<file path="src/shared/tfsd_pkg.sv">
// Package: codes, status bit positions, register map and timing for decoder
package tfsd_pkg;
  // Function word classes (bits 5:3)
  localparam logic [2:0] CLASS_FORMAT = 3'h0;
  localparam logic [2:0] CLASS_MOTION = 3'h1;
  localparam logic [2:0] CLASS_INTR   = 3'h2;
  // Format codes
  localparam logic [11:0] FN_RELEASE  = 12'h000;
  localparam logic [11:0] FN_BINARY   = 12'h001;
  localparam logic [11:0] FN_CODED    = 12'h002;
  localparam logic [11:0] FN_D556     = 12'h003;
  localparam logic [11:0] FN_D200     = 12'h004;
  localparam logic [11:0] FN_CLEAR    = 12'h005;
  // Motion codes (octal 0010..0016)
  localparam logic [11:0] FN_REWIND   = 12'h008;
  localparam logic [11:0] FN_UNLOAD   = 12'h009;
  localparam logic [11:0] FN_BACKSP   = 12'h00A;
  localparam logic [11:0] FN_SRCH_FWD = 12'h00B;
  localparam logic [11:0] FN_SRCH_BWD = 12'h00C;
  localparam logic [11:0] FN_WR_MARK  = 12'h00D;
  localparam logic [11:0] FN_SKIP_BAD = 12'h00E;
  // Motion operation encodings presented to the tape unit
  localparam logic [2:0] OP_REWIND   = 3'h0;
  localparam logic [2:0] OP_UNLOAD   = 3'h1;
  localparam logic [2:0] OP_BACKSP   = 3'h2;
  localparam logic [2:0] OP_SRCH_FWD = 3'h3;
  localparam logic [2:0] OP_SRCH_BWD = 3'h4;
  localparam logic [2:0] OP_WR_MARK  = 3'h5;
  localparam logic [2:0] OP_SKIP_BAD = 3'h6;
  // File mark character (octal 17)
  localparam logic [5:0] FILE_MARK_CHAR = 6'h0F;
  // Status reply bit positions
  localparam int ST_FILE_MARK  = 4;
  localparam int ST_LOAD_POINT = 5;
  localparam int ST_D556       = 6;
  localparam int ST_D200       = 7;
  localparam int ST_LOST_DATA  = 8;
  localparam int ST_LONG_PAR   = 9;
  localparam int ST_VERT_PAR   = 10;
  localparam int ST_RES_REJ    = 11;
  // Register map (byte addresses)
  localparam logic [7:0] REG_FUNC    = 8'h00;
  localparam logic [7:0] REG_STATUS  = 8'h04;
  localparam logic [7:0] REG_CONTROL = 8'h08;
  localparam logic [7:0] REG_EVENT   = 8'h0C;
  // Control register fields
  localparam int CTL_BINARY = 0;
  localparam int CTL_D556   = 1;
  localparam int CTL_D200   = 2;
  localparam int CTL_CONN   = 3;
  localparam int CTL_RESV   = 4;
  // Reset values
  localparam logic       RST_BINARY = 1'b1;
  localparam logic [1:0] RST_DENS   = 2'h0;
  // Parity reject wait before the computer rejects, in ns
  localparam int PAR_REJ_NS   = 100000;
  localparam int CLK_NS       = 10;
  localparam int PAR_REJ_CYC  = PAR_REJ_NS / CLK_NS;
  // Bus answers
  localparam logic [1:0] RESP_OKAY   = 2'h0;
  localparam logic [1:0] RESP_SLVERR = 2'h2;
endpackage

</file>
<file path="src/logic/tfsd_decoder.sv">
// Module: tape function decoder, upper status bits and AXI4-Lite slave
//
// Decided for this implementation: the AXI4-Lite register port and the address map.
`timescale 1ns/1ps
// Summary of operation
// - Longitudinal parity bit set on error, cleared
// - Chained longitudinal error holds until new operation
// - Vertical parity bit set, cleared on record
// - Chained vertical error clears on next record
// - File mark read in binary sets vertical
// - Reserve reject shows last connect refusal
// - Bits 5..3 select format, motion, interrupt
// - Accept only connected; parity error line
// - Other unit may connect while first runs
// - Rewind to load point, none at point
// - Rewind unload locks unit until reload
// - Backspace one record, limits at load point; decoder launches backspace even at load point
// - Backspaces may run on several units
// - File mark search, stop at markers
// - Write mark octal 17, format unchanged
// - Skip bad spot erases, reports, interrupts
// - Motion codes rejected while control busy
// - Release drops connection and own reservation
// - Binary: odd transverse, even longitudinal
// - Coded: even transverse parity, same checks
// - Density codes select 556 or 200
// - Clear drops connection and all reservations
// - Status request returns 12-bit reply
// - Legal function clears lost data
module tfsd_decoder #(
  parameter int UNITS = 16
) (
  input  wire logic        clock_in,
  input  wire logic        rst_in,
  // AXI4-Lite slave
  input  wire logic [7:0]  s_axi_awaddr_in,
  input  wire logic        s_axi_awvalid_in,
  output logic             s_axi_awready_out,
  input  wire logic [31:0] s_axi_wdata_in,
  input  wire logic [3:0]  s_axi_wstrb_in,
  input  wire logic        s_axi_wvalid_in,
  output logic             s_axi_wready_out,
  output logic [1:0]       s_axi_bresp_out,
  output logic             s_axi_bvalid_out,
  input  wire logic        s_axi_bready_in,
  input  wire logic [7:0]  s_axi_araddr_in,
  input  wire logic        s_axi_arvalid_in,
  output logic             s_axi_arready_out,
  output logic [31:0]      s_axi_rdata_out,
  output logic [1:0]       s_axi_rresp_out,
  output logic             s_axi_rvalid_out,
  input  wire logic        s_axi_rready_in,
  // Tape side
  input  wire logic        master_clear_in,
  input  wire logic        channel_clear_in,
  input  wire logic        connect_in,
  input  wire logic [3:0]  connect_unit_in,
  input  wire logic        connect_reject_in,
  input  wire logic        func_par_err_in,
  input  wire logic        rw_busy_in,
  input  wire logic        record_start_in,
  input  wire logic        op_start_in,
  input  wire logic        chain_in,
  input  wire logic        long_err_in,
  input  wire logic        vert_err_in,
  input  wire logic        mark_read_in,
  input  wire logic        at_load_point_in,
  input  wire logic        reloaded_in,
  input  wire logic        lost_data_in,
  input  wire logic        eoi_select_in,
  input  wire logic        op_done_in,
  output logic             motion_go_out,
  output logic [2:0]       motion_op_out,
  output logic [3:0]       motion_unit_out,
  output logic             par_err_line_out,
  output logic             func_reject_out,
  output logic             odd_parity_out,
  output logic             dens_556_out,
  output logic             dens_200_out,
  output logic [5:0]       mark_char_out,
  output logic             intr_sel_out,
  output logic             eoo_intr_out,
  output logic [11:0]      status_out
);

  // ----------------------------------------------------------------
  // Bus slave
  // ----------------------------------------------------------------
  logic        aw_q, w_q;
  logic [7:0]  awaddr_q;
  logic [31:0] wdata_q;
  logic        wr_fire;
  logic [11:0] status_w;
  logic [31:0] ctl_w;

  assign wr_fire = aw_q && w_q && !s_axi_bvalid_out;

  // Address and data taken in either order, answered after both
  always_ff @(posedge clock_in) begin
    if (rst_in) begin
      aw_q              <= 1'b0;
      w_q               <= 1'b0;
      awaddr_q          <= 8'h00;
      wdata_q           <= 32'h0000_0000;
      s_axi_awready_out <= 1'b0;
      s_axi_wready_out  <= 1'b0;
      s_axi_bvalid_out  <= 1'b0;
      s_axi_bresp_out   <= 2'h0;
    end else begin
      s_axi_awready_out <= !aw_q && !s_axi_awready_out && !s_axi_bvalid_out;
      s_axi_wready_out  <= !w_q && !s_axi_wready_out && !s_axi_bvalid_out;
      if (s_axi_awvalid_in && s_axi_awready_out) begin
        aw_q     <= 1'b1;
        awaddr_q <= s_axi_awaddr_in;
        s_axi_awready_out <= 1'b0;
      end
      if (s_axi_wvalid_in && s_axi_wready_out) begin
        w_q     <= 1'b1;
        wdata_q <= s_axi_wdata_in;
        s_axi_wready_out <= 1'b0;
      end
      if (wr_fire) begin
        aw_q             <= 1'b0;
        w_q              <= 1'b0;
        s_axi_bvalid_out <= 1'b1;
        s_axi_bresp_out  <= (awaddr_q == tfsd_pkg::REG_FUNC) ?
                            tfsd_pkg::RESP_OKAY : tfsd_pkg::RESP_SLVERR;
      end else if (s_axi_bvalid_out && s_axi_bready_in) begin
        s_axi_bvalid_out <= 1'b0;
      end
    end
  end

  // Read channel; status copy returns the 12-bit reply
  always_ff @(posedge clock_in) begin
    if (rst_in) begin
      s_axi_arready_out <= 1'b0;
      s_axi_rvalid_out  <= 1'b0;
      s_axi_rdata_out   <= 32'h0000_0000;
      s_axi_rresp_out   <= 2'h0;
    end else begin
      s_axi_arready_out <= !s_axi_rvalid_out && !s_axi_arready_out;
      if (s_axi_arvalid_in && s_axi_arready_out) begin
        s_axi_arready_out <= 1'b0;
        s_axi_rvalid_out  <= 1'b1;
        s_axi_rresp_out   <= tfsd_pkg::RESP_OKAY;
        unique case (s_axi_araddr_in)
          tfsd_pkg::REG_STATUS:  s_axi_rdata_out <= {20'h0_0000, status_w};
          tfsd_pkg::REG_CONTROL: s_axi_rdata_out <= ctl_w;
          tfsd_pkg::REG_FUNC:    s_axi_rdata_out <= 32'h0000_0000;
          tfsd_pkg::REG_EVENT:   s_axi_rdata_out <= {31'h0, func_reject_out};
          default: begin
            s_axi_rdata_out <= 32'h0000_0000;
            s_axi_rresp_out <= tfsd_pkg::RESP_SLVERR;
          end
        endcase
      end else if (s_axi_rvalid_out && s_axi_rready_in) begin
        s_axi_rvalid_out <= 1'b0;
      end
    end
  end

  // ----------------------------------------------------------------
  // Function decode
  // ----------------------------------------------------------------
  logic        func_wr;
  logic [11:0] fw;
  logic        connected_q;
  logic [3:0]  unit_q;
  logic [UNITS-1:0] resv_q;
  logic [UNITS-1:0] locked_q;
  logic        is_motion, is_format, is_intr, legal;
  logic        clr_all;

  assign func_wr = wr_fire && (awaddr_q == tfsd_pkg::REG_FUNC);
  assign fw      = wdata_q[11:0];
  assign clr_all = master_clear_in || channel_clear_in;

  // Classify by octal digit in bits 5..3
  assign is_format = (fw[5:3] == tfsd_pkg::CLASS_FORMAT) && fw[11:6] == 6'h00
                     && fw[2:0] <= 3'h5;
  assign is_motion = (fw[5:3] == tfsd_pkg::CLASS_MOTION) && fw[11:6] == 6'h00
                     && fw[2:0] <= 3'h6;
  assign is_intr   = (fw[5:3] == tfsd_pkg::CLASS_INTR) && fw[11:6] == 6'h00;
  assign legal     = is_format || is_motion || is_intr;

  logic accept;
  // Accepted only when connected and no transmission parity error
  assign accept = func_wr && connected_q && !func_par_err_in;

  // Connection and reservations
  always_ff @(posedge clock_in) begin
    if (rst_in || clr_all) begin
      connected_q <= 1'b0;
      unit_q      <= 4'h0;
      resv_q      <= '0;
    end else if (connect_in && !connect_reject_in) begin
      // Reconnecting leaves other units running
      connected_q      <= 1'b1;
      unit_q           <= connect_unit_in;
      resv_q[connect_unit_in] <= 1'b1;
    end else if (accept && fw == tfsd_pkg::FN_RELEASE && !rw_busy_in) begin
      connected_q    <= 1'b0;
      resv_q[unit_q] <= 1'b0;
    end else if (accept && fw == tfsd_pkg::FN_CLEAR && !rw_busy_in) begin
      connected_q <= 1'b0;
      resv_q      <= '0;
    end
  end

  // Reserve reject reflects the last connect attempt
  logic res_rej_q;
  always_ff @(posedge clock_in) begin
    if (rst_in || master_clear_in) res_rej_q <= 1'b0;
    else if (connect_in) res_rej_q <= connect_reject_in;
  end

  // Unload lockout per unit until manual reload
  always_ff @(posedge clock_in) begin
    if (rst_in) locked_q <= '0;
    else begin
      if (reloaded_in) locked_q[unit_q] <= 1'b0;
      if (accept && fw == tfsd_pkg::FN_UNLOAD && !rw_busy_in
          && !locked_q[unit_q])
        locked_q[unit_q] <= 1'b1;
    end
  end

  // Format and density; all clears except release return to binary
  logic binary_q, d556_q, d200_q;
  always_ff @(posedge clock_in) begin
    if (rst_in || clr_all) begin
      binary_q <= tfsd_pkg::RST_BINARY;
      {d556_q, d200_q} <= tfsd_pkg::RST_DENS;
    end else if (accept && is_format && !rw_busy_in) begin
      unique case (fw)
        tfsd_pkg::FN_BINARY: binary_q <= 1'b1;
        tfsd_pkg::FN_CODED:  binary_q <= 1'b0;
        tfsd_pkg::FN_D556: begin
          d556_q <= 1'b1;
          d200_q <= 1'b0;
        end
        tfsd_pkg::FN_D200: begin
          d556_q <= 1'b0;
          d200_q <= 1'b1;
        end
        tfsd_pkg::FN_CLEAR: binary_q <= 1'b1;
        default: ;
      endcase
    end
  end

  // Motion command launch, busy reject and locked units
  logic motion_ok;
  assign motion_ok = accept && is_motion && !rw_busy_in
                     && !locked_q[unit_q]
                     && !(fw == tfsd_pkg::FN_REWIND && at_load_point_in);
  always_ff @(posedge clock_in) begin
    if (rst_in) begin
      motion_go_out   <= 1'b0;
      motion_op_out   <= 3'h0;
      motion_unit_out <= 4'h0;
      mark_char_out   <= 6'h00;
      func_reject_out <= 1'b0;
    end else begin
      motion_go_out   <= motion_ok;
      func_reject_out <= func_wr && (!connected_q || !legal
                         || ((is_motion || is_format) && rw_busy_in)
                         || (is_motion && locked_q[unit_q]));
      if (motion_ok) begin
        motion_op_out   <= fw[2:0];
        motion_unit_out <= unit_q;
        mark_char_out   <= (fw == tfsd_pkg::FN_WR_MARK) ?
                           tfsd_pkg::FILE_MARK_CHAR : 6'h00;
      end
    end
  end

  // Parity error line held for the reject wait
  localparam int PW = $clog2(tfsd_pkg::PAR_REJ_CYC + 1);
  logic [PW-1:0] par_cnt_q;
  always_ff @(posedge clock_in) begin
    if (rst_in) begin
      par_cnt_q        <= '0;
      par_err_line_out <= 1'b0;
    end else begin
      if (func_wr && connected_q && func_par_err_in) begin
        par_cnt_q        <= PW'(tfsd_pkg::PAR_REJ_CYC);
        par_err_line_out <= 1'b1;
      end else if (par_cnt_q != '0) begin
        par_cnt_q        <= par_cnt_q - PW'(1);
        par_err_line_out <= (par_cnt_q != PW'(1));
      end
    end
  end

  // Transverse parity; write mark always even, format unchanged
  always_ff @(posedge clock_in) begin
    if (rst_in) begin
      odd_parity_out <= 1'b1;
      dens_556_out   <= 1'b0;
      dens_200_out   <= 1'b0;
    end else begin
      odd_parity_out <= binary_q && !(motion_go_out
                        && motion_op_out == tfsd_pkg::OP_WR_MARK);
      dens_556_out   <= d556_q;
      dens_200_out   <= d200_q;
    end
  end

  // Interrupt selection and end of skip bad spot event
  always_ff @(posedge clock_in) begin
    if (rst_in) begin
      intr_sel_out <= 1'b0;
      eoo_intr_out <= 1'b0;
    end else begin
      intr_sel_out <= accept && is_intr;
      eoo_intr_out <= op_done_in && eoi_select_in
                      && motion_op_out == tfsd_pkg::OP_SKIP_BAD;
    end
  end

  // ----------------------------------------------------------------
  // Status bits
  // ----------------------------------------------------------------
  logic long_q, vert_q, lost_q, fm_q;

  // Longitudinal: chain holds until a new operation starts
  always_ff @(posedge clock_in) begin
    if (rst_in || clr_all) long_q <= 1'b0;
    else if (long_err_in) long_q <= 1'b1;
    else if (op_start_in || (record_start_in && !chain_in))
      long_q <= 1'b0;
  end

  // Vertical: new record or new operation clears; mark in binary sets
  always_ff @(posedge clock_in) begin
    if (rst_in || clr_all) vert_q <= 1'b0;
    else if (vert_err_in || (mark_read_in && binary_q))
      vert_q <= 1'b1;
    else if (op_start_in || record_start_in) vert_q <= 1'b0;
  end

  // Lost data cleared by any accepted legal function
  always_ff @(posedge clock_in) begin
    if (rst_in || clr_all) lost_q <= 1'b0;
    else if (lost_data_in) lost_q <= 1'b1;
    else if (accept && legal) lost_q <= 1'b0;
  end

  // File mark found by a search
  always_ff @(posedge clock_in) begin
    if (rst_in || clr_all) fm_q <= 1'b0;
    else if (op_done_in && (motion_op_out == tfsd_pkg::OP_SRCH_FWD
             || motion_op_out == tfsd_pkg::OP_SRCH_BWD) && mark_read_in)
      fm_q <= 1'b1;
    else if (motion_ok || record_start_in) fm_q <= 1'b0;
  end

  always_comb begin
    status_w = 12'h000;
    status_w[tfsd_pkg::ST_FILE_MARK]  = fm_q;
    status_w[tfsd_pkg::ST_LOAD_POINT] = at_load_point_in;
    status_w[tfsd_pkg::ST_D556]       = d556_q;
    status_w[tfsd_pkg::ST_D200]       = d200_q;
    status_w[tfsd_pkg::ST_LOST_DATA]  = lost_q;
    status_w[tfsd_pkg::ST_LONG_PAR]   = long_q;
    status_w[tfsd_pkg::ST_VERT_PAR]   = vert_q;
    status_w[tfsd_pkg::ST_RES_REJ]    = res_rej_q;
    ctl_w = 32'h0000_0000;
    ctl_w[tfsd_pkg::CTL_BINARY] = binary_q;
    ctl_w[tfsd_pkg::CTL_D556]   = d556_q;
    ctl_w[tfsd_pkg::CTL_D200]   = d200_q;
    ctl_w[tfsd_pkg::CTL_CONN]   = connected_q;
    ctl_w[tfsd_pkg::CTL_RESV]   = resv_q[unit_q];
  end

  // Status output registered
  always_ff @(posedge clock_in) begin
    if (rst_in) status_out <= 12'h000;
    else status_out <= status_w;
  end
endmodule

</file>
<file path="config.mk">
export PLATFORM = sky130hd
export DESIGN_NAME = tfsd_decoder
export DESIGN_NICKNAME = d
export VERILOG_FILES = /design/src/shared/tfsd_pkg.sv /design/src/logic/tfsd_decoder.sv
export SDC_FILE = /design/constraint.sdc
export NUM_CORES = 1
export LEC_CHECK = 0
export BUFFER_PORTS_ARGS = -buffer_cell sky130_fd_sc_hd__buf_2
export CAP_MARGIN = 20
export CORE_UTILIZATION = 46
export DETAILED_ROUTE_END_ITERATION = 12
export PLACE_DENSITY = 0.71
export SYNTH_ARGS = -nofsm -noshare
export SYNTH_HDL_FRONTEND = slang
export SYNTH_SLANG_ARGS = --single-unit
</file>
<file path="constraint.sdc">
create_clock -name clock_in -period 3.21 [get_ports clock_in]
set_clock_uncertainty 0.15 [all_clocks]
set_input_delay 0.4815 -clock clock_in [delete_from_list [all_inputs] [get_ports clock_in]]
set_output_delay 0.4815 -clock clock_in [all_outputs]
set_load 0.05 [all_outputs]
</file>
==> results.md <==
- Status: complete, no violations
- Row count: 40
- Max Slew Vio Count: 0
- Fmax: 375 MHz
- Vias in the first global route: roughly 4,800
- Unrepaired setup endpoints after global routing: false
- Met3 WL: 701 um
- Fin crit share: 0.831
- Fin util: 0.556
- Final hold vios: 0
- Max VDD drop: between 0.3 and 0.4 mV
- Clk sinks: ~120
- Max-Cap Viols: 0
- Remaining Overflow, GRT: 0
- Top_reg_cell synth: dfxtp_1
- Ports: 154
- Crit Path Max Fanout: 16
- Final setup viols: 0
- WP data required: 3.40 ns
- # nets final: between 800 and 900
- Reg clk slew, reported paths: roughly 0.05 ns
- Critical path capture point type: register
- DP Area: just over 6000 um^2
- Die Area: 12,700 um^2
- Largest buffer count on any clock path: 2
- Synth warnings: 0
- Placer Congestion: 0.892
- Largest net degree at the start of global routing: 44
- Setup Buffers After CTS: 0
- Vias: about 5,100
- Final ANT Viol Nets: 0
- Uppermost routed layer: met4
- Die width: 113 um
- Num CTS Buffers: 17
- Asr flop ratio synth: 0
- Residual DRC: 0
- Die Y: roughly 110 um
- Commonest non-fill, non-tap cell in the layout: dfxtp_1
- H-tree depth: 4
- M1 WL: roughly 6000 um
- Area of the multi-input gates: 2840 um^2
- Post-Syn Area per Cell: between 8 and 9 um^2
- First-pass GRT wire length: ~23,000 um
- EDFF count, synth: 0
- Drt via density: about 5.6
- Gate Count Post-Synth: roughly 680
- Slew at the pin closest to its max-slew limit: ~0.68 ns
- I/O Buffers: 101
- Ratio of cells with drive above 1 in the final layout: 0.219
- Area of the core: between 10,000 and 15,000 um^2
- Post-CTS sizing: 0
- DP HPWL: 10000 um
- Cts hold-fix bufs: 0
- Antenna violations before repair: 0
- Worst slew margin: 0.545
- Crit path launch type: register
- HP Class: primary input to register
- 1st-iter DRT viols: roughly 300
- Final min period: 2.67 ns
- Worst skew pair latency: around 0.42 ns
- Leading area contributor after synthesis: dfxtp_1
- Yosys top cell area share: 0.432
- DR WL met2: around 6500 um
- FF+latch area: approximately 2400 um^2
- Pwr per Cell Area: approximately 660 nW/um^2
- CTS root buffer: clkbuf_16
- Post-synthesis sequential area ratio: 0.432
- Total wire length: 13,800 um
- CTS tree: built
- Classification of the worst setup path: register to register
- Initial core utilization: 0.471
- Leak: 0.00264 uW
- Total Routing Usage GR: 0.224
- Filler Cell Count: around 1,100
- Most frequent cells in the layout: dfxtp_1 (122), nand2_1 (101), buf_2 (101)
- CP Data Arrival Time: 2.85 ns
- Drt pass-1 iters: 5
- Number of inserted diodes: 0
- Placed Instances: 886
- Synth area leaders: dfxtp_1 (43%), nand2_1 (6.7%), a21oi_1 (4.4%), buf_4 (4.4%), nor2_1 (3.9%)
- DR WL/cell: 15.1 um
- Fin cells: just over 900
- Setup TNS Final: 0 ns
- Post-Syn Area: 5660 um^2
- Post-route cell area: ~6700 um^2
- Netlist cell types: between 50 and 60
- Area Overhead vs Synth: 18.0%
- Post-synthesis register bit count: around 120
==> synthesized netlist by cell type (2+ instances only) <==
cell      number
or4_1          7
nand3b_1       3
nor3_1        23
nand3_1       34
a21o_1         2
xnor2_1        2
buf_1          6
xor2_1        11
mux4_2         8
o211ai_1      19
or3_1          5
a21oi_1       50
o22ai_2       10
nand4_1        6
ha_1           3
o21ai_0       34
nand2b_1      13
nor2b_1       17
nor2_1        59
and2_1         3
clkbuf_1      33
mux2i_1        3
or2_2          3
nor3b_1        2
dfxtp_1      122
nor4_1         9
buf_4         33
buf_6          2
o22ai_1        6
a22o_1         7
buf_2          2
nand4b_1       2
a211oi_1       2
nand2_1      101
inv_1         10
and3_1         2
==> sequential cells by signal (all words and copies together), names as in the netlist, 3 cells and up <==
| name | count |
|---|---|
| motion_op_out | 3 |
| locked_q | 16 |
| wdata_q | 12 |
| awaddr_q | 8 |
| unit_q | 4 |
| resv_q | 16 |
| status_out | 8 |
| motion_unit_out | 4 |
| s_axi_rdata_out | 12 |
| par_cnt_q | 14 |
==> critical path, stage by stage, from the launching register on <==
cell	delay, ns
dfxtp_1	0.59
mux4_1	0.63
a22oi_2	0.24
nand3_2	0.11
or4_4	0.67
o22ai_1	0.21
==> per-layer routing <==
layer | up-vias | global-route usage
li1 | 2479 | -
met1 | 2392 | 0.274
met2 | 185 | 0.367
met3 | 38 | 0.0434
met4 | 0 | 0.140
met5 | - | 0
==> logic make-up (layout without fill, tap and decap cells) <==
logic type	count (synthesis)	count (layout)	share of synthesized area
buf+inv	87	154	0.0847
simple gates	297	297	0.253
fa+ha+maj	3	3	0.00663
flops	122	122	0.432
mux	12	12	0.0418
xor+xnor	13	13	0.0201
compound gates	141	141	0.161
other cells	1	28	0.000663
==> area by class of cell <==
class,count,area share
clock buffers,22,0.0680
well taps,147,0.0275
repair buffers,113,0.0892
flip-flops and latches,122,0.366
inverters,10,0.00562
clock inverters,9,0.0184
multi-input cells,494,0.426
==> power by group <==
group          internal [uW]  total [uW]  switching, uW  leakage [uW]
Combinational            284         825            541       0.00137
Sequential              1610        1700           89.7      0.000990
Clock                   1230        1870            644      0.000284
Total                   3120        4400           1270       0.00264
==> worst paths after layout <==
| check | startpoint | end | slack [ns] | cells after the start |
|---|---|---|---|---|
| worst max-delay path | unit_q[2] | locked_q[5] | 0.54 | 5 |
| worst min-delay path | long_err_in | long_q | 0.12 | 3 |
| worst max register to register | unit_q[2] | locked_q[5] | 0.54 | 5 |
| worst min register to register | aw_q | s_axi_awready_out | 0.29 | 1 |
==> through the flow <==
step / hold WS, ns / total power (uW) / worst slack, ns
2_1_floorplan: 0.267 / 2390 / 0.798
6_report: 0.124 / 4400 / 0.543
3_3_place_gp: 0.280 / 2500 / 0.598
5_1_grt: 0.131 / 4580 / 0.403
4_1_cts: 0.115 / 4410 / 0.553
3_5_place_dp: 0.278 / 2540 / 0.565
Power figures use the tool's default switching activity.
